--- src/pkg/msc_pkg.sv ---
// constants, register map and types of the modem system command handler
`default_nettype none
package msc_pkg;
   // register byte offsets on the plain register port
   localparam logic [7:0] OFS_CMD = 8'h00;
   localparam logic [7:0] OFS_RESP = 8'h04;
   localparam logic [7:0] OFS_IRQ_STAT = 8'h08;
   localparam logic [7:0] OFS_IRQ_MASK = 8'h0C;
   localparam logic [7:0] OFS_FAULT_LOG = 8'h10;
   localparam logic [7:0] OFS_CONFIG = 8'h14;
   localparam logic [7:0] OFS_TIMEDATE = 8'h18;
   localparam logic [7:0] OFS_DEV_ADDR = 8'h1C;

   // command word field positions
   localparam int CMD_OP_LSB = 0;
   localparam int CMD_OP_MSB = 3;
   localparam int CMD_ARG_LSB = 8;
   localparam int CMD_ARG_MSB = 23;
   localparam int CMD_QUERY_BIT = 31;

   // opcodes: 0..7 are the interface-signal sense commands
   localparam logic [3:0] OP_SENSE_LAST = 4'h7;
   localparam logic [3:0] OP_TIME = 4'h8;
   localparam logic [3:0] OP_DATE = 4'h9;
   localparam logic [3:0] OP_REMOTE = 4'hA;
   localparam logic [3:0] OP_CLR_LOG = 4'hB;
   localparam logic [3:0] OP_OPMODE = 4'hC;
   localparam logic [3:0] OP_RTS_GATE = 4'hD;
   localparam logic [3:0] OP_TXIF_PROG = 4'hE;

   // sense encodings
   localparam logic NORMAL_SENSE = 1'b0;
   localparam logic INVERTED_SENSE = 1'b1;

   // interrupt status bits
   localparam int IRQ_W = 3;
   localparam int IRQ_RESP = 0;
   localparam int IRQ_REJECT = 1;
   localparam int IRQ_FAULT = 2;

   // legal ranges of time and date fields
   localparam logic [3:0] HOUR_MIN = 4'h1;
   localparam logic [3:0] HOUR_MAX = 4'hC;
   localparam logic [5:0] MINUTE_MAX = 6'h3B;
   localparam logic [3:0] MONTH_MIN = 4'h1;
   localparam logic [3:0] MONTH_MAX = 4'hC;
   localparam logic [4:0] DAY_MIN = 5'h01;
   localparam logic [4:0] DAY_MAX = 5'h1F;
   localparam logic [6:0] YEAR_MAX = 7'h63;

   typedef enum logic [2:0] {
      MSC_TX_ONLY = 3'b001,
      MSC_RX_ONLY = 3'b010,
      MSC_DUPLEX = 3'b100
   } msc_mode_e;

   typedef struct packed {
      logic remote;
      logic txIfProg;
      logic rtsGate;
      msc_mode_e mode;
      logic [7:0] sense;
   } msc_cfg_s;

   typedef struct packed {
      logic pm;
      logic [5:0] minute;
      logic [3:0] hour;
   } msc_time_s;

   typedef struct packed {
      logic [6:0] year;
      logic [4:0] day;
      logic [3:0] month;
   } msc_date_s;

   typedef struct packed {
      logic [15:0] value;
      logic valid;
      logic query;
      logic reject;
      logic [3:0] opcode;
      logic [7:0] devAddr;
   } msc_resp_s;

   // values after reset
   localparam msc_cfg_s CFG_RST = '{remote: 1'b0, txIfProg: 1'b1,
      rtsGate: 1'b0, mode: MSC_DUPLEX, sense: 8'h00};
   localparam msc_time_s TIME_RST = '{pm: 1'b0, minute: 6'h00, hour: 4'hC};
   localparam msc_date_s DATE_RST = '{year: 7'h00, day: 5'h01,
      month: 4'h1};
   localparam logic [7:0] DEV_ADDR_RST = 8'h01;
endpackage
`default_nettype wire

--- src/verilog/msc_cmd_handler.sv ---
// modem system command handler: settings, fault gating and tx-if control
//
// Design decisions made here: the plain strobed port and the register addresses.
`default_nettype none
module msc_cmd_handler (
   // clock and reset
   input wire logic core_clk,
   input wire logic rst_n,
   // register port
   input wire logic [7:0] regAddr,
   input wire logic [31:0] regWrData,
   input wire logic regWrStb,
   input wire logic regRdStb,
   output logic [31:0] regRdData_r,
   // option strap and interface signals
   input wire logic asyncFitted,
   input wire logic [7:0] ifSigIn,
   output logic [7:0] ifSigOut_r,
   // fault conditions
   input wire logic [7:0] txFaultIn,
   input wire logic [7:0] rxFaultIn,
   input wire logic modMajorFault,
   output logic [7:0] txFaultRep_r,
   output logic [7:0] rxFaultRep_r,
   // transmit if control
   input wire logic rtsIn,
   output logic txIfEn_r,
   // status
   output logic remoteMode_r,
   output logic irq_r
);
   msc_pkg::msc_cfg_s cfg_r, cfg_nxt;
   msc_pkg::msc_time_s time_r, time_nxt;
   msc_pkg::msc_date_s date_r, date_nxt;
   msc_pkg::msc_resp_s resp_r, resp_nxt;
   logic [15:0] faultLog_r, faultLog_nxt;
   logic [msc_pkg::IRQ_W-1:0] stat_r, stat_nxt, mask_r, mask_nxt;
   logic [7:0] devAddr_r, devAddr_nxt;
   logic [31:0] rdData_nxt;
   logic [7:0] sigOut_nxt, txRep_nxt, rxRep_nxt;
   logic txIf_nxt, irq_nxt;
   logic cmdWr, isQuery, opKnown, opAllowed, argOk, accept, reject;
   logic clearLog, newFault;
   logic [3:0] op;
   logic [15:0] arg, value;
   msc_pkg::msc_time_s argTime;
   msc_pkg::msc_date_s argDate;

   // command word decode
   assign cmdWr = regWrStb && (regAddr == msc_pkg::OFS_CMD);
   assign op = regWrData[msc_pkg::CMD_OP_MSB:msc_pkg::CMD_OP_LSB];
   assign arg = regWrData[msc_pkg::CMD_ARG_MSB:msc_pkg::CMD_ARG_LSB];
   assign isQuery = regWrData[msc_pkg::CMD_QUERY_BIT];
   assign argTime = msc_pkg::msc_time_s'(arg[10:0]);
   assign argDate = msc_pkg::msc_date_s'(arg);
   // sense opcodes need the async option fitted
   assign opKnown = (op <= msc_pkg::OP_TXIF_PROG) &&
      !((op <= msc_pkg::OP_SENSE_LAST) && !asyncFitted);
   // only the remote command itself is allowed while in local mode
   assign opAllowed = cfg_r.remote || (op == msc_pkg::OP_REMOTE);

   // argument range checks; an out-of-range value is refused whole
   always_comb begin
      argOk = 1'b1;
      if (op == msc_pkg::OP_TIME) begin
         argOk = (argTime.hour >= msc_pkg::HOUR_MIN) &&
            (argTime.hour <= msc_pkg::HOUR_MAX) &&
            (argTime.minute <= msc_pkg::MINUTE_MAX);
      end else if (op == msc_pkg::OP_DATE) begin
         argOk = (argDate.month >= msc_pkg::MONTH_MIN) &&
            (argDate.month <= msc_pkg::MONTH_MAX) &&
            (argDate.day >= msc_pkg::DAY_MIN) &&
            (argDate.day <= msc_pkg::DAY_MAX) &&
            (argDate.year <= msc_pkg::YEAR_MAX);
      end else if (op == msc_pkg::OP_OPMODE) begin
         argOk = (arg[2:0] == msc_pkg::MSC_TX_ONLY) ||
            (arg[2:0] == msc_pkg::MSC_RX_ONLY) ||
            (arg[2:0] == msc_pkg::MSC_DUPLEX);
      end
   end

   // queries never touch settings, so local mode does not refuse them
   assign accept = cmdWr && opKnown &&
      (isQuery || (opAllowed && argOk));
   assign reject = cmdWr && !accept;

   // settings update from an accepted command
   always_comb begin
      cfg_nxt = cfg_r;
      time_nxt = time_r;
      date_nxt = date_r;
      clearLog = 1'b0;
      if (accept && !isQuery) begin
         if (op <= msc_pkg::OP_SENSE_LAST) begin
            cfg_nxt.sense[op[2:0]] = arg[0];
         end else begin
            case (op)
               msc_pkg::OP_TIME: time_nxt = argTime;
               msc_pkg::OP_DATE: date_nxt = argDate;
               msc_pkg::OP_REMOTE: cfg_nxt.remote = 1'b1;
               msc_pkg::OP_CLR_LOG: clearLog = 1'b1;
               msc_pkg::OP_OPMODE: begin
                  cfg_nxt.mode = msc_pkg::msc_mode_e'(arg[2:0]);
               end
               msc_pkg::OP_RTS_GATE: cfg_nxt.rtsGate = arg[0];
               msc_pkg::OP_TXIF_PROG: cfg_nxt.txIfProg = arg[0];
               default: cfg_nxt = cfg_r;
            endcase
         end
      end
   end

   // value echoed in the response, taken after the update
   always_comb begin
      value = 16'h0000;
      if (op <= msc_pkg::OP_SENSE_LAST) begin
         value = {15'h0000, cfg_nxt.sense[op[2:0]]};
      end else begin
         case (op)
            msc_pkg::OP_TIME: value = {5'h00, time_nxt};
            msc_pkg::OP_DATE: value = date_nxt;
            msc_pkg::OP_REMOTE: value = {15'h0000, cfg_nxt.remote};
            msc_pkg::OP_OPMODE: value = {13'h0000, cfg_nxt.mode};
            msc_pkg::OP_RTS_GATE: value = {15'h0000, cfg_nxt.rtsGate};
            msc_pkg::OP_TXIF_PROG: value = {15'h0000, cfg_nxt.txIfProg};
            default: value = 16'h0000;
         endcase
      end
   end

   // response word; a refused command echoes opcode with no value
   always_comb begin
      resp_nxt = resp_r;
      if (cmdWr) begin
         resp_nxt.devAddr = devAddr_r;
         resp_nxt.opcode = op;
         resp_nxt.reject = reject;
         resp_nxt.query = isQuery;
         resp_nxt.valid = 1'b1;
         resp_nxt.value = accept ? value : 16'h0000;
      end
   end

   // fault gating by operation mode and the fault log
   always_comb begin
      txRep_nxt = txFaultIn &
         {8{cfg_r.mode != msc_pkg::MSC_RX_ONLY}};
      rxRep_nxt = rxFaultIn &
         {8{cfg_r.mode != msc_pkg::MSC_TX_ONLY}};
      newFault = |({rxFaultRep_r, txFaultRep_r} & ~faultLog_r);
      // a fault reported in the clearing cycle stays logged
      faultLog_nxt = (clearLog ? 16'h0000 : faultLog_r) |
         {rxFaultRep_r, txFaultRep_r};
   end

   // tx-if enable; rts only matters while gating is on
   always_comb begin
      txIf_nxt = cfg_r.txIfProg && !modMajorFault &&
         (!cfg_r.rtsGate || rtsIn);
      sigOut_nxt = ifSigIn ^ cfg_r.sense;
   end

   // interrupt status, write one to clear; a new event wins over clear
   always_comb begin
      stat_nxt = stat_r;
      mask_nxt = mask_r;
      devAddr_nxt = devAddr_r;
      if (regWrStb && (regAddr == msc_pkg::OFS_IRQ_STAT)) begin
         stat_nxt = stat_r & ~regWrData[msc_pkg::IRQ_W-1:0];
      end
      if (regWrStb && (regAddr == msc_pkg::OFS_IRQ_MASK)) begin
         mask_nxt = regWrData[msc_pkg::IRQ_W-1:0];
      end
      if (regWrStb && (regAddr == msc_pkg::OFS_DEV_ADDR)) begin
         devAddr_nxt = regWrData[7:0];
      end
      stat_nxt[msc_pkg::IRQ_RESP] = stat_nxt[msc_pkg::IRQ_RESP] | cmdWr;
      stat_nxt[msc_pkg::IRQ_REJECT] = stat_nxt[msc_pkg::IRQ_REJECT] | reject;
      stat_nxt[msc_pkg::IRQ_FAULT] = stat_nxt[msc_pkg::IRQ_FAULT] | newFault;
      irq_nxt = |(stat_r & mask_r);
   end

   // read mux; data stand only in the cycle after the strobe
   always_comb begin
      rdData_nxt = 32'h0000_0000;
      if (regRdStb) begin
         case (regAddr)
            msc_pkg::OFS_RESP: rdData_nxt = 32'(resp_r);
            msc_pkg::OFS_IRQ_STAT: rdData_nxt = 32'(stat_r);
            msc_pkg::OFS_IRQ_MASK: rdData_nxt = 32'(mask_r);
            msc_pkg::OFS_FAULT_LOG: rdData_nxt = 32'(faultLog_r);
            msc_pkg::OFS_CONFIG: rdData_nxt = 32'(cfg_r);
            msc_pkg::OFS_TIMEDATE: rdData_nxt = {5'h00, time_r, date_r};
            msc_pkg::OFS_DEV_ADDR: rdData_nxt = 32'(devAddr_r);
            default: rdData_nxt = 32'h0000_0000;
         endcase
      end
   end

   // all state registers
   always_ff @(posedge core_clk) begin
      if (!rst_n) begin
         cfg_r <= msc_pkg::CFG_RST;
         time_r <= msc_pkg::TIME_RST;
         date_r <= msc_pkg::DATE_RST;
         resp_r <= '0;
         faultLog_r <= 16'h0000;
         stat_r <= '0;
         mask_r <= '0;
         devAddr_r <= msc_pkg::DEV_ADDR_RST;
         regRdData_r <= 32'h0000_0000;
         ifSigOut_r <= 8'h00;
         txFaultRep_r <= 8'h00;
         rxFaultRep_r <= 8'h00;
         txIfEn_r <= 1'b0;
         remoteMode_r <= 1'b0;
         irq_r <= 1'b0;
      end else begin
         cfg_r <= cfg_nxt;
         time_r <= time_nxt;
         date_r <= date_nxt;
         resp_r <= resp_nxt;
         faultLog_r <= faultLog_nxt;
         stat_r <= stat_nxt;
         mask_r <= mask_nxt;
         devAddr_r <= devAddr_nxt;
         regRdData_r <= rdData_nxt;
         ifSigOut_r <= sigOut_nxt;
         txFaultRep_r <= txRep_nxt;
         rxFaultRep_r <= rxRep_nxt;
         txIfEn_r <= txIf_nxt;
         remoteMode_r <= cfg_nxt.remote;
         irq_r <= irq_nxt;
      end
   end
endmodule
`default_nettype wire

--- config.mk ---
export PLATFORM = sky130hd
export DESIGN_NAME = msc_cmd_handler
export DESIGN_NICKNAME = d
export VERILOG_FILES = /design/src/pkg/msc_pkg.sv /design/src/verilog/msc_cmd_handler.sv
export SDC_FILE = /design/constraint.sdc
export NUM_CORES = 1
export LEC_CHECK = 0
export ABC_AREA = 1
export BUFFER_PORTS_ARGS = -buffer_cell sky130_fd_sc_hd__buf_2
export CAP_MARGIN = 40
export CELL_PAD_IN_SITES_DETAIL_PLACEMENT = 1
export CELL_PAD_IN_SITES_GLOBAL_PLACEMENT = 2
export CORE_MARGIN = 2
export CORE_UTILIZATION = 28
export CTS_CLUSTER_DIAMETER = 80
export DETAILED_ROUTE_END_ITERATION = 8
export PLACE_DENSITY = 0.79
export SKIP_LAST_GASP = 1
export SLEW_MARGIN = 20
export SYNTH_ARGS = -nofsm -noshare
export SYNTH_HDL_FRONTEND = slang
export SYNTH_SLANG_ARGS = --single-unit
--- constraint.sdc ---
create_clock -name core_clk -period 1.6 [get_ports core_clk]
set_input_delay 0 -clock core_clk [delete_from_list [all_inputs] [get_ports core_clk]]
set_output_delay 0 -clock core_clk [all_outputs]
set_load 0.005 [all_outputs]
==> reports/qor.yml, run 1 <==
cts_buffers: 17
clk_pin_slew_ns: 0.07
rsz0062_at_grt: "true"
grtUsageMet1: 0.270
dpl_cell_area_mm2: 0.00885
crit_arrival_ns: 2.23
via_count: 7434
nNetsFinal: 1314
route.detailed.drc: 0
final_util: 0.434
drive_gt1_frac: 0.335
grt_pass1_wl_um: 42200
fillCellCount: 3011
grtUsageMet2: 0.360
power.leakage_nw: 4.80
clock_skew_ns: 0.0117
coreArea_mm2: 0.0241
wire_per_inst_um: 17.4
ant_nets: 0
crit_chain: "inv_2 -> nand2_2 -> nand2_2 -> buf_6 -> o21ai_4 -> nand2_4 -> nor2_8 -> buf_12 -> nand2_8 -> buf_6 -> o21ai_4 -> o22ai_2 -> nand2_1 -> nand2_1"
ys_types: 44
syn_area_per_cell_um2: 7.26
ys_ff_latch: 159
worstHoldStart: "regWrData[3]"
fin_ws_ns: -0.298
seq_area_frac_synth: 0.468
first_global_vias: 7705
crit_buf_inv: 4
initial_core_util: 0.282
crit_family: "simple AND/OR/NAND/NOR gates"
instances_no_fill: 1580
place_hpwl_um: 19500
syn_area_mm2: 0.00681
fp-row-count: 57
post-place-cells: 1491
drt_wl_total_um: 27500
drt-pass1-iter-count: 7
via_per_inst: 4.71
fin_area_mm2: 0.0105
num_antenna_cells: 0
routabilityCongestion: 0.896
fin_setup_tns_ns: -9.74
fp.dieH_um: 160
critPathKind: "register to register"
period_minus_slack_ns: 1.90
top_usage_layer: "met2"
port_buffers: 121
hold_slack_ns: 0.0356
cts.sinks: 159
die_x_um: 160
syn_nets: 1008
cp-startpoint: "cfg_r[13]"
hold_path_class: "input port to register"
synthCells: 937
maxCapViolCount: 0
max_freq_mhz: 527
ir_drop_mv: 0.569
area_growth_pct: 53.7
power_density_mw_per_mm2: 855
setup_viol: 62
tritoncts: "done"
clk_path_buf_depth: 2
timing.rr.start: "cfg_r[13]"
grt_max_degree: 39
slew_violations: 0
root_buffer: "clkbuf_16"
dieArea_mm2: 0.0256
insertion_delay_ns: 0.44
num_io_pins: 130
reg2reg_slack_ns: -0.30
status: "finished with violations"
drtIter0Drc: 336
violations: "setup timing"
htreeDepth: 4
grt_overflow: 0
hold_viol: 0
cp_max_fo: 8
grt_use_total: 0.213
worst_pin_slew_ns: 0.549
worstPathRequired_ns: 1.93
met3_usage: 0.0306
critPathMaxStageDelay_ns: 0.33
start_kind: "register"
ys_warn_count: 0
fin_crit_sh: 1.19
critPathCaptureType: "register"
antenna_found_initial: 0
slowest_stage: "dfxtp_2"
slew_headroom: 0.634
## worst paths after layout
path                      to  depth (start not counted)
max               resp_r[24]                         14
min               resp_r[15]                          5
max reg2reg       resp_r[24]                         14
min reg2reg  regRdData_r[29]                          2
## cell usage after synthesis, drive strengths merged
| cell type | n | area [µm²] |
|---|---|---|
| nand2 | 205 | 797 |
| a22o | 1 | 8.76 |
| a41oi | 2 | 17.5 |
| o21ai | 79 | 399 |
| inv | 135 | 507 |
| o22ai | 33 | 206 |
| a311oi | 1 | 8.76 |
| a31oi | 1 | 6.26 |
| a32o | 1 | 10.0 |
| a211oi | 10 | 75.1 |
| clkinv | 2 | 7.51 |
| or2 | 8 | 50.1 |
| o2111a | 1 | 11.3 |
| a221oi | 9 | 78.8 |
| dfxtp | 159 | 3180 |
| buf | 12 | 82.6 |
| clkbuf | 28 | 105 |
| nor4 | 2 | 18.8 |
| nand4 | 11 | 68.8 |
| a21oi | 67 | 335 |
| o211ai | 1 | 12.5 |
| xnor2 | 8 | 70.1 |
| nor2 | 108 | 447 |
| nand3 | 38 | 200 |
| nor3 | 11 | 71.3 |
| conb | 1 | 3.75 |
| o221ai | 2 | 17.5 |
| o21bai | 1 | 7.51 |
## where the power goes
| group | switching (mW) | internal (mW) |
|---|---|---|
| Combinational | 0.427 | 0.353 |
| Sequential | 0.0464 | 4.02 |
| Clock | 1.90 | 2.20 |
| Total | 2.37 | 6.58 |
## cells by family after synthesis
family	count (synthesis)	synth area share
compound gates	209	0.176
other cells	1	0.000551
simple gates	383	0.243
flops	159	0.468
xor+xnor	8	0.0103
buf+inv	177	0.103
## layer usage
metal | routed length (µm) | part of all wire
met5 | 0 | 0
met1 | 12300 | 0.45
met3 | 1150 | 0.042
met4 | 761 | 0.028
met2 | 13300 | 0.48
## layout make-up
cell class                      count  area (µm²)  area share
Multi-Input combinational cell    601        3370       0.322
Sequential cell                   159        3180       0.304
Timing Repair Buffer              327        2400       0.230
Inverter                          137         522      0.0499
Clock buffer                       18         429      0.0410
Tap cell                          324         405      0.0387
Clock inverter                     14         146      0.0140
## timing repair
action	in CTS	in global routing
endpoints found under the hold margin	43	0
buffers inserted	8	5
setup endpoints to repair	60	63
resized for setup	53	67
pin swaps	19	24
cloned	1	2
hold buffers	41	0
## registers in the layout, indices dropped and copies added, names as in the netlist, 8 cells and up
signal and flops:
cfg_r 14, devAddr_r 8, txFaultRep_r 8, rxFaultRep_r 8, time_r 11, date_r 16
ifSigOut_r 8, regRdData_r 31, resp_r 31, faultLog_r 16
## through the flow
stage | power, mW | setup slack, ns
floorplan | 4.43 | -0.0542
global route | 9.27 | -0.370
CTS | 9.02 | -0.241
global placement | 4.81 | -0.446
finish | 8.94 | -0.298
detailed placement | 4.81 | -0.488
## worst min-delay path: cells and delay by family
family                 cells  cell delay (ns)
buffers and inverters      2             0.26
and+or+nand+nor            2             0.11
AOI/OAI and AO/OA          1             0.05
## placed cells by master (no fill, tap or decap), types with 9 or more instances in the layout
cell,netlist,layout
clkbuf_16,0,18
a211oi_1,10,10
nand2_1,200,168
nor3_1,9,9
dlygate4sd3_1,0,41
buf_4,2,143
buf_2,6,121
inv_1,132,130
a21oi_1,67,60
nand2_2,2,30
o21ai_0,54,45
nor2_1,101,95
a221oi_1,9,9
buf_6,3,14
o22ai_1,33,29
o21ai_2,1,11
nand3_1,36,34
nand4_1,11,11
dfxtp_1,159,158
o21ai_4,0,15
Power figures use the tool's default switching activity.
==> inputs of run 2 (changes only) <==
--- a/config.mk
+++ b/config.mk
@@ -11,12 +11,13 @@
 export CELL_PAD_IN_SITES_DETAIL_PLACEMENT = 1
 export CELL_PAD_IN_SITES_GLOBAL_PLACEMENT = 2
 export CORE_MARGIN = 2
-export CORE_UTILIZATION = 28
+export CORE_UTILIZATION = 31
 export CTS_CLUSTER_DIAMETER = 80
 export DETAILED_ROUTE_END_ITERATION = 8
-export PLACE_DENSITY = 0.79
+export PLACE_DENSITY = 0.83
 export SKIP_LAST_GASP = 1
 export SLEW_MARGIN = 20
 export SYNTH_ARGS = -nofsm -noshare
 export SYNTH_HDL_FRONTEND = slang
 export SYNTH_SLANG_ARGS = --single-unit
+export TNS_END_PERCENT = 50
==> constraint.sdc (replaced) <==
create_clock -name core_clk -period 1.94 [get_ports core_clk]
set_input_delay 0 -clock core_clk [delete_from_list [all_inputs] [get_ports core_clk]]
set_output_delay 0 -clock core_clk [all_outputs]
set_load 0.005 [all_outputs]
==> run 2 against run 1 <==
Compared with the run above: the run now ends clean; global-route usage rose by 0.23 points; largest cell class is now flip-flops and latches; clock-buffer cell count rose by 2; clock power fell by 12%; die area fell by 9.4%; critical path depth fell by 1.
==> reports/qor.yml, run 2 (synthesis gave the netlist of run 1 again) <==
grt_max_degree: 35  # was 39
start_kind: "register"  # unchanged
period_minus_slack_ns: 1.79  # was 1.90 ns
htreeDepth: 4  # unchanged
num_io_pins: 130  # unchanged
fin_area_mm2: 0.00935  # was 0.0105 mm²
dpl_cell_area_mm2: 0.00814  # was 0.00885 mm²
worst_pin_slew_ns: 0.529  # was 0.549 ns
switching_share: 0.235  # was 0.265
num_antenna_cells: 0  # unchanged
route.detailed.drc: 0  # unchanged
status: "complete, no violations"  # was finished with violations
finalPower_mw: 7.55  # was 8.94 mW
worstRegToRegCells: 13  # was 14
slew_headroom: 0.647  # was 0.634
drt-pass1-iter-count: 5  # was 7
cts_buffers: 17  # unchanged
hold_path_class: "input port to register"  # unchanged
final_util: 0.431  # was 0.434
area_growth_pct: 37.4  # was 53.7%
seq_power_share: 0.445  # was 0.455
power_frac_comb: 0.076  # was 0.087
fillCellCount: 2686  # was 3,011
p_sw_mw: 1.78  # was 2.37 mW
r2r_end: "resp_r[16]"  # was resp_r[24]
internal-power_mw: 5.77  # was 6.58 mW
wire_per_inst_um: 17.4  # about the same
maxCapViolCount: 0  # unchanged
clock_skew_ns: 0.00649  # was 0.0117 ns
largestRegisters: "regRdData_r (31), resp_r (31)"  # unchanged
routabilityCongestion: 0.945  # was 0.896
grt_pass1_wl_um: 39000  # was 42,200 µm
holdPathStages: 4  # was 5
power_density_mw_per_mm2: 807  # was 855 mW/mm²
holdPathEnd: "cfg_r[10]"  # was resp_r[15]
reg2reg_slack_ns: 0.15  # was -0.30 ns
timing.rr.start: "cfg_r[13]"  # unchanged
worstPathRequired_ns: 2.26  # was 1.93 ns
antenna_found_initial: 0  # unchanged
first_global_vias: 6980  # was 7,705
clk_pin_slew_ns: 0.07  # about the same
ir_drop_mv: 0.516  # was 0.569 mV
grt_use_total: 0.215  # was 0.213
crit_arrival_ns: 2.10  # was 2.23 ns
final_common_cell: "nand2_1"  # unchanged
cts.sinks: 159  # unchanged
max_freq_mhz: 559  # was 527 MHz
tritoncts: "done"  # unchanged
cp_max_fo: 4  # was 8
dieArea_mm2: 0.0232  # was 0.0256 mm²
grt_overflow: 0  # unchanged
slew_violations: 0  # unchanged
fp.dieH_um: 152  # was 160 µm
drtIter0Drc: 513  # was 336
power.leakage_nw: 4.41  # was 4.80 nW
worstHoldStart: "regWrData[10]"  # was regWrData[3]
fp-row-count: 54  # was 57
final_cell_mix: "nand2_1 (199), dfxtp_1 (159), inv_1 (130), buf_2 (115), nor2_1 (100)"  # was nand2_1 (168), dfxtp_1 (158), buf_4 (143), inv_1 (130), buf_2 (121)
nNetsFinal: 1226  # was 1,314
regArea_mm2: 0.00318  # about the same
hold_viol: 0  # unchanged
clockPowerShare: 0.480  # was 0.458
coreArea_mm2: 0.0217  # was 0.0241 mm²
via_per_inst: 4.87  # was 4.71
drt_wl_total_um: 25200  # was 27,500 µm
critPathCaptureType: "register"  # unchanged
port_buffers: 121  # unchanged
initial_core_util: 0.314  # was 0.282
multi_input_area_mm2: 0.00296  # was 0.00337 mm²
insertion_delay_ns: 0.43  # was 0.44 ns
place_hpwl_um: 18100  # was 19,500 µm
via_count: 7047  # was 7,434
setup_viol: 0  # was 62
ant_nets: 0  # unchanged
fin_crit_sh: 0.922  # was 1.19
clk_path_buf_depth: 2  # unchanged
root_buffer: "clkbuf_16"  # unchanged
critPathKind: "register to register"  # unchanged
die_x_um: 152  # was 160 µm
drive_gt1_frac: 0.214  # was 0.335
==> run 2: cell count changes in the layout (fill, tap and decap cells not counted), sizes merged <==
cell | before | now
buf | 284 | 189
dlymetal6s4s | 0 | 6
inv | 142 | 137
bufinv | 1 | 4
clkinv | 7 | 5
clkinvlp | 1 | 3
nand2 | 205 | 207
dlygate4sd3 | 41 | 42
==> run 2: layer usage <==
metal  GRT usage  up-vias  wire length [µm]
met5           0        -                 0
met1       0.297     3363             12000
met4      0.0632        0               388
li1            -     3470                 -
met3      0.0367       23              1380
met2       0.345      191             11500
==> run 2: cell type report <==
type	count	share of cell area
inverter	137	0.0550
tap	280	0.0375
clock inverter	12	0.0195
clock buffer	20	0.0478
timing repair buffer	237	0.183
multi-input combinational	603	0.317
sequential	159	0.340
==> run 2: power groups by stage <==
stage / registers (mW) / clock network (mW) / logic [mW]
global placement: 3.43 / 0 / 0.477
global route: 3.36 / 3.81 / 0.627
finish: 3.36 / 3.62 / 0.570
CTS: 3.36 / 3.69 / 0.562
floorplan: 3.42 / 0 / 0.232
detailed placement: 3.43 / 0 / 0.485
==> run 2: worst max path at each step <==
stage             startpoint             end  slack, ns  depth (start not counted)
2_1_floorplan     regAddr[1]      resp_r[20]       0.27                         13
3_3_place_gp      regAddr[1]  regRdData_r[7]     -0.003                          9
3_5_place_dp      regAddr[1]  regRdData_r[7]      -0.02                          9
4_1_cts        regWrData[16]      resp_r[26]       0.05                         14
5_1_grt            cfg_r[13]      resp_r[16]      -0.03                         13
6_report           cfg_r[13]      resp_r[16]       0.15                         13
==> run 2: per-stage QoR <==
| step | hold slack, ns | setup TNS, ns | setup slack (ns) | std cells |
|---|---|---|---|---|
| after floorplan | 0.0782 | 0 | 0.269 | 937 |
| after global placement | 0.166 | -0.00308 | -0.00308 | 1367 |
| after detailed placement | 0.184 | -0.0730 | -0.0173 | 1367 |
| after CTS | 0.00637 | 0 | 0.0510 | 1446 |
| after global routing | 0.0148 | -0.0340 | -0.0340 | 1448 |
| final | 0.00449 | 0 | 0.151 | 1448 |
==> run 2: timing repair <==
action	CTS	global route
hold buffers	47	1
setup buffers	0	2
hold endpoints to repair	52	1
gates resized for setup	0	19
setup endpoints to repair	0	37
==> run 2: worst max-delay path, cell delays in order, from the launching register on <==
cell,delay (ns)
dfxtp_1,0.33
inv_1,0.06
nand2_1,0.06
nand2_1,0.08
o21ai_2,0.18
nand2_2,0.12
nor2_8,0.17
nand2_4,0.09
inv_1,0.14
nand2_1,0.10
nand3_1,0.07
o21ai_0,0.10
o21ai_1,0.14
nand2_1,0.06
==> inputs of run 3 (changes only) <==
--- a/config.mk
+++ b/config.mk
@@ -5,16 +5,16 @@
 export SDC_FILE = /design/constraint.sdc
 export NUM_CORES = 1
 export LEC_CHECK = 0
-export ABC_AREA = 1
 export BUFFER_PORTS_ARGS = -buffer_cell sky130_fd_sc_hd__buf_2
 export CAP_MARGIN = 40
 export CELL_PAD_IN_SITES_DETAIL_PLACEMENT = 1
 export CELL_PAD_IN_SITES_GLOBAL_PLACEMENT = 2
 export CORE_MARGIN = 2
-export CORE_UTILIZATION = 31
+export CORE_UTILIZATION = 33
 export CTS_CLUSTER_DIAMETER = 80
 export DETAILED_ROUTE_END_ITERATION = 8
-export PLACE_DENSITY = 0.83
+export MAX_ROUTING_LAYER = met4
+export PLACE_DENSITY = 0.82
 export SKIP_LAST_GASP = 1
 export SLEW_MARGIN = 20
 export SYNTH_ARGS = -nofsm -noshare
==> run 3 against run 2 <==
Compared with the run above: power down 0.74%; combinational power grew 5.1%; synthesized cell count decreased by 17%; sequential cell count unchanged; first-iteration DRC count decreased by 40%; non-clock buffer count rose by 32; maximum frequency down 2.1%; critical path depth down 5; critical path type unchanged; largest cell class is now multi-input gates.
==> reports/qor.yml, run 3 <==
slew_violations: 0  # unchanged
largestRegisters: "regRdData_r (31), resp_r (31)"  # unchanged
syn_area_mm2: 0.00692  # was 0.00681 mm²
power.leakage_nw: 3.78  # was 4.41 nW
critPathKind: "register to register"  # unchanged
hold_viol: 0  # unchanged
fp-row-count: 52  # was 54
coreArea_mm2: 0.0204  # was 0.0217 mm²
seq_area_frac_synth: 0.460  # was 0.468
root_buffer: "clkbuf_16"  # unchanged
grt_use_total: 0.233  # was 0.215
die_x_um: 149  # was 152 µm
post-place-cells: 1212  # was 1,367
syn_area_per_cell_um2: 8.85  # was 7.26 µm²
setup_viol: 0  # unchanged
yosys-top-cells-count: "dfxtp_1 (159), nand2_1 (121), a22oi_1 (49), nor2_1 (41), nor2b_1 (35)"  # was nand2_1 (200), dfxtp_1 (159), inv_1 (132), nor2_1 (101), a21oi_1 (67)
maxCapViolCount: 0  # unchanged
drt-pass1-iter-count: 4  # was 5
clk_pin_slew_ns: 0.07  # about the same
yosysTopAreaCell: "dfxtp_1"  # unchanged
synth-edff-count: 0  # unchanged
grt_overflow: 0  # unchanged
clk_path_buf_depth: 2  # unchanged
dieArea_mm2: 0.0222  # was 0.0232 mm²
via_per_inst: 5.12  # was 4.87
hold_path_class: "input port to register"  # unchanged
num_io_pins: 130  # unchanged
fillCellCount: 2388  # was 2,686
status: "complete, no violations"  # unchanged
critPathCaptureType: "register"  # unchanged
routabilityCongestion: 0.888  # was 0.945
port_buffers: 121  # unchanged
grtUsageMet1: 0.297  # about the same
synthDominantCellAreaShare: 0.460  # was 0.468
period_minus_slack_ns: 1.83  # was 1.79 ns
clock_skew_ns: 0.00965  # was 0.00649 ns
dpl_worst_slack_ns: -0.175  # was -0.0173 ns
synthFlopType: "dfxtp_1"  # unchanged
place_hpwl_um: 17000  # was 18,100 µm
crit_arrival_ns: 2.16  # was 2.10 ns
insertion_delay_ns: 0.44  # was 0.43 ns
nNetsFinal: 1084  # was 1,226
antenna_found_initial: 0  # unchanged
area_growth_pct: 38.4  # was 37.4%
drive_gt1_frac: 0.287  # was 0.214
syn_nets: 853  # was 1,008
grt_max_degree: 63  # was 35
synth.area.top_cells: "dfxtp_1 (46%), nand2_1 (6.6%), a22oi_1 (5.3%)"  # was dfxtp_1 (47%), nand2_1 (11%), inv_1 (7.3%)
ir_drop_mv: 0.546  # was 0.516 mV
synthCells: 782  # was 937
instances_no_fill: 1295  # was 1,448
ys_types: 65  # was 44
drt_wl_total_um: 24600  # was 25,200 µm
num_antenna_cells: 0  # unchanged
grtUsageMet2: 0.387  # was 0.345
ys_async_sr_fraction: 0  # unchanged
fp.dieH_um: 149  # was 152 µm
ant_nets: 0  # unchanged
route.detailed.drc: 0  # unchanged
fin_crit_sh: 0.942  # was 0.922
rsz0062_at_grt: "false"
fin_ws_ns: 0.113  # was 0.151 ns
grt_pass1_wl_um: 38500  # was 39,000 µm
synth.most_common_cell: "dfxtp_1"  # was nand2_1
ys_warn_count: 0  # unchanged
via_count: 6631  # was 7,047
cp_max_fo: 16  # was 4
wire_per_inst_um: 19.0  # was 17.4 µm
met3_usage: 0.0291  # was 0.0367
worstPathRequired_ns: 2.27  # was 2.26 ns
ys_ff_latch: 159  # unchanged
cts_buffers: 17  # unchanged
initial_core_util: 0.339  # was 0.314
cts.sinks: 159  # unchanged
start_kind: "register"  # unchanged
drtIter0Drc: 308  # was 513
htreeDepth: 4  # unchanged
final_common_cell: "dfxtp_1"  # was nand2_1
first_global_vias: 6802  # was 6,980
top_usage_layer: "met2"  # unchanged
power_density_mw_per_mm2: 782  # was 807 mW/mm²
final_cell_mix: "dfxtp_1 (159), nand2_1 (121), buf_2 (121), buf_4 (91)"  # was nand2_1 (199), dfxtp_1 (159), inv_1 (130), buf_2 (115), nor2_1 (100)
max_freq_mhz: 547  # was 559 MHz
tritoncts: "done"  # unchanged
-- run 3: changes by cell type in the layout (fill, tap and decap cells not counted), sizes merged, moves of 11 or more --
cell and change:
buf +31, and2 +28, a21oi -25, and3 +11
a21boi +48, a22oi +49, nand2 -86, inv -112
o21ai -58, nor2 -65, o22ai -26, nor2b +35
mux2i +14
-- run 3: per-stage QoR --
step	hold WS [ns]	TNS [ns]	instance area (µm²)	utilization	total power, mW
global route	0.0579	0	9580	0.469	7.72
floorplan	0.0767	0	6930	-	3.66
CTS	0.00976	0	9510	0.466	7.54
global placement	0.166	-4.63	8410	0.412	3.94
detailed placement	0.168	-5.14	8410	0.412	3.95
finish	0.0304	0	9580	0.469	7.49
-- run 3: area by class of cell --
type                    instances  area (µm²)  share of cell area
inverters                      20        75.1             0.00784
flip-flops and latches        159        3180               0.332
clock buffers                  18         429              0.0448
clock inverters                13         178              0.0185
well taps                     270         338              0.0353
multi-input cells             546        3440               0.359
repair buffers                269        1940               0.202
-- run 3: what timing repair did --
action                                 CTS  global route
endpoints found under the hold margin   58             0
setup buffers                            0             3
hold buffers                            49             0
gates resized for setup                  0            12
setup endpoints to repair                0            37
-- run 3: worst max-delay path, cell delays in order (launching register included) --
cell and delay, ns:
dfxtp_1 0.33, a21oi_1 0.06, a211oi_2 0.22, buf_4 0.17
nand3_4 0.10, or3_4 0.44, buf_12 0.17, a21oi_1 0.17
nor2b_1 0.06
-- run 3: worst paths after layout --
kind	start	endpoint	slack, ns	cells after the start
worst max-delay path	cfg_r[13]	faultLog_r[0]	0.11	8
worst min register to register	resp_r[21]	resp_r[21]	0.45	2
worst min-delay path	regWrData[11]	resp_r[18]	0.03	4
worst max register to register	cfg_r[13]	faultLog_r[0]	0.11	8
-- run 3: logic make-up after synthesis --
logic type,share of synthesized area
compound gates,0.218
xor+xnor,0.0114
buf+inv,0.0526
flops,0.460
mux,0.0284
other cells,0.000542
simple gates,0.229
-- run 3: power breakdown --
group	switching [mW]	total [mW]	internal, mW
Clock	1.47	3.52	2.05
Combinational	0.289	0.599	0.310
Sequential	0.0521	3.37	3.32
Total	1.82	7.49	5.68
-- run 3: layer usage --
layer,up-vias,share of wire
li1,3205,-
met1,3229,0.45
met2,160,0.49
met3,37,0.037
met4,0,0.022
met5,-,0
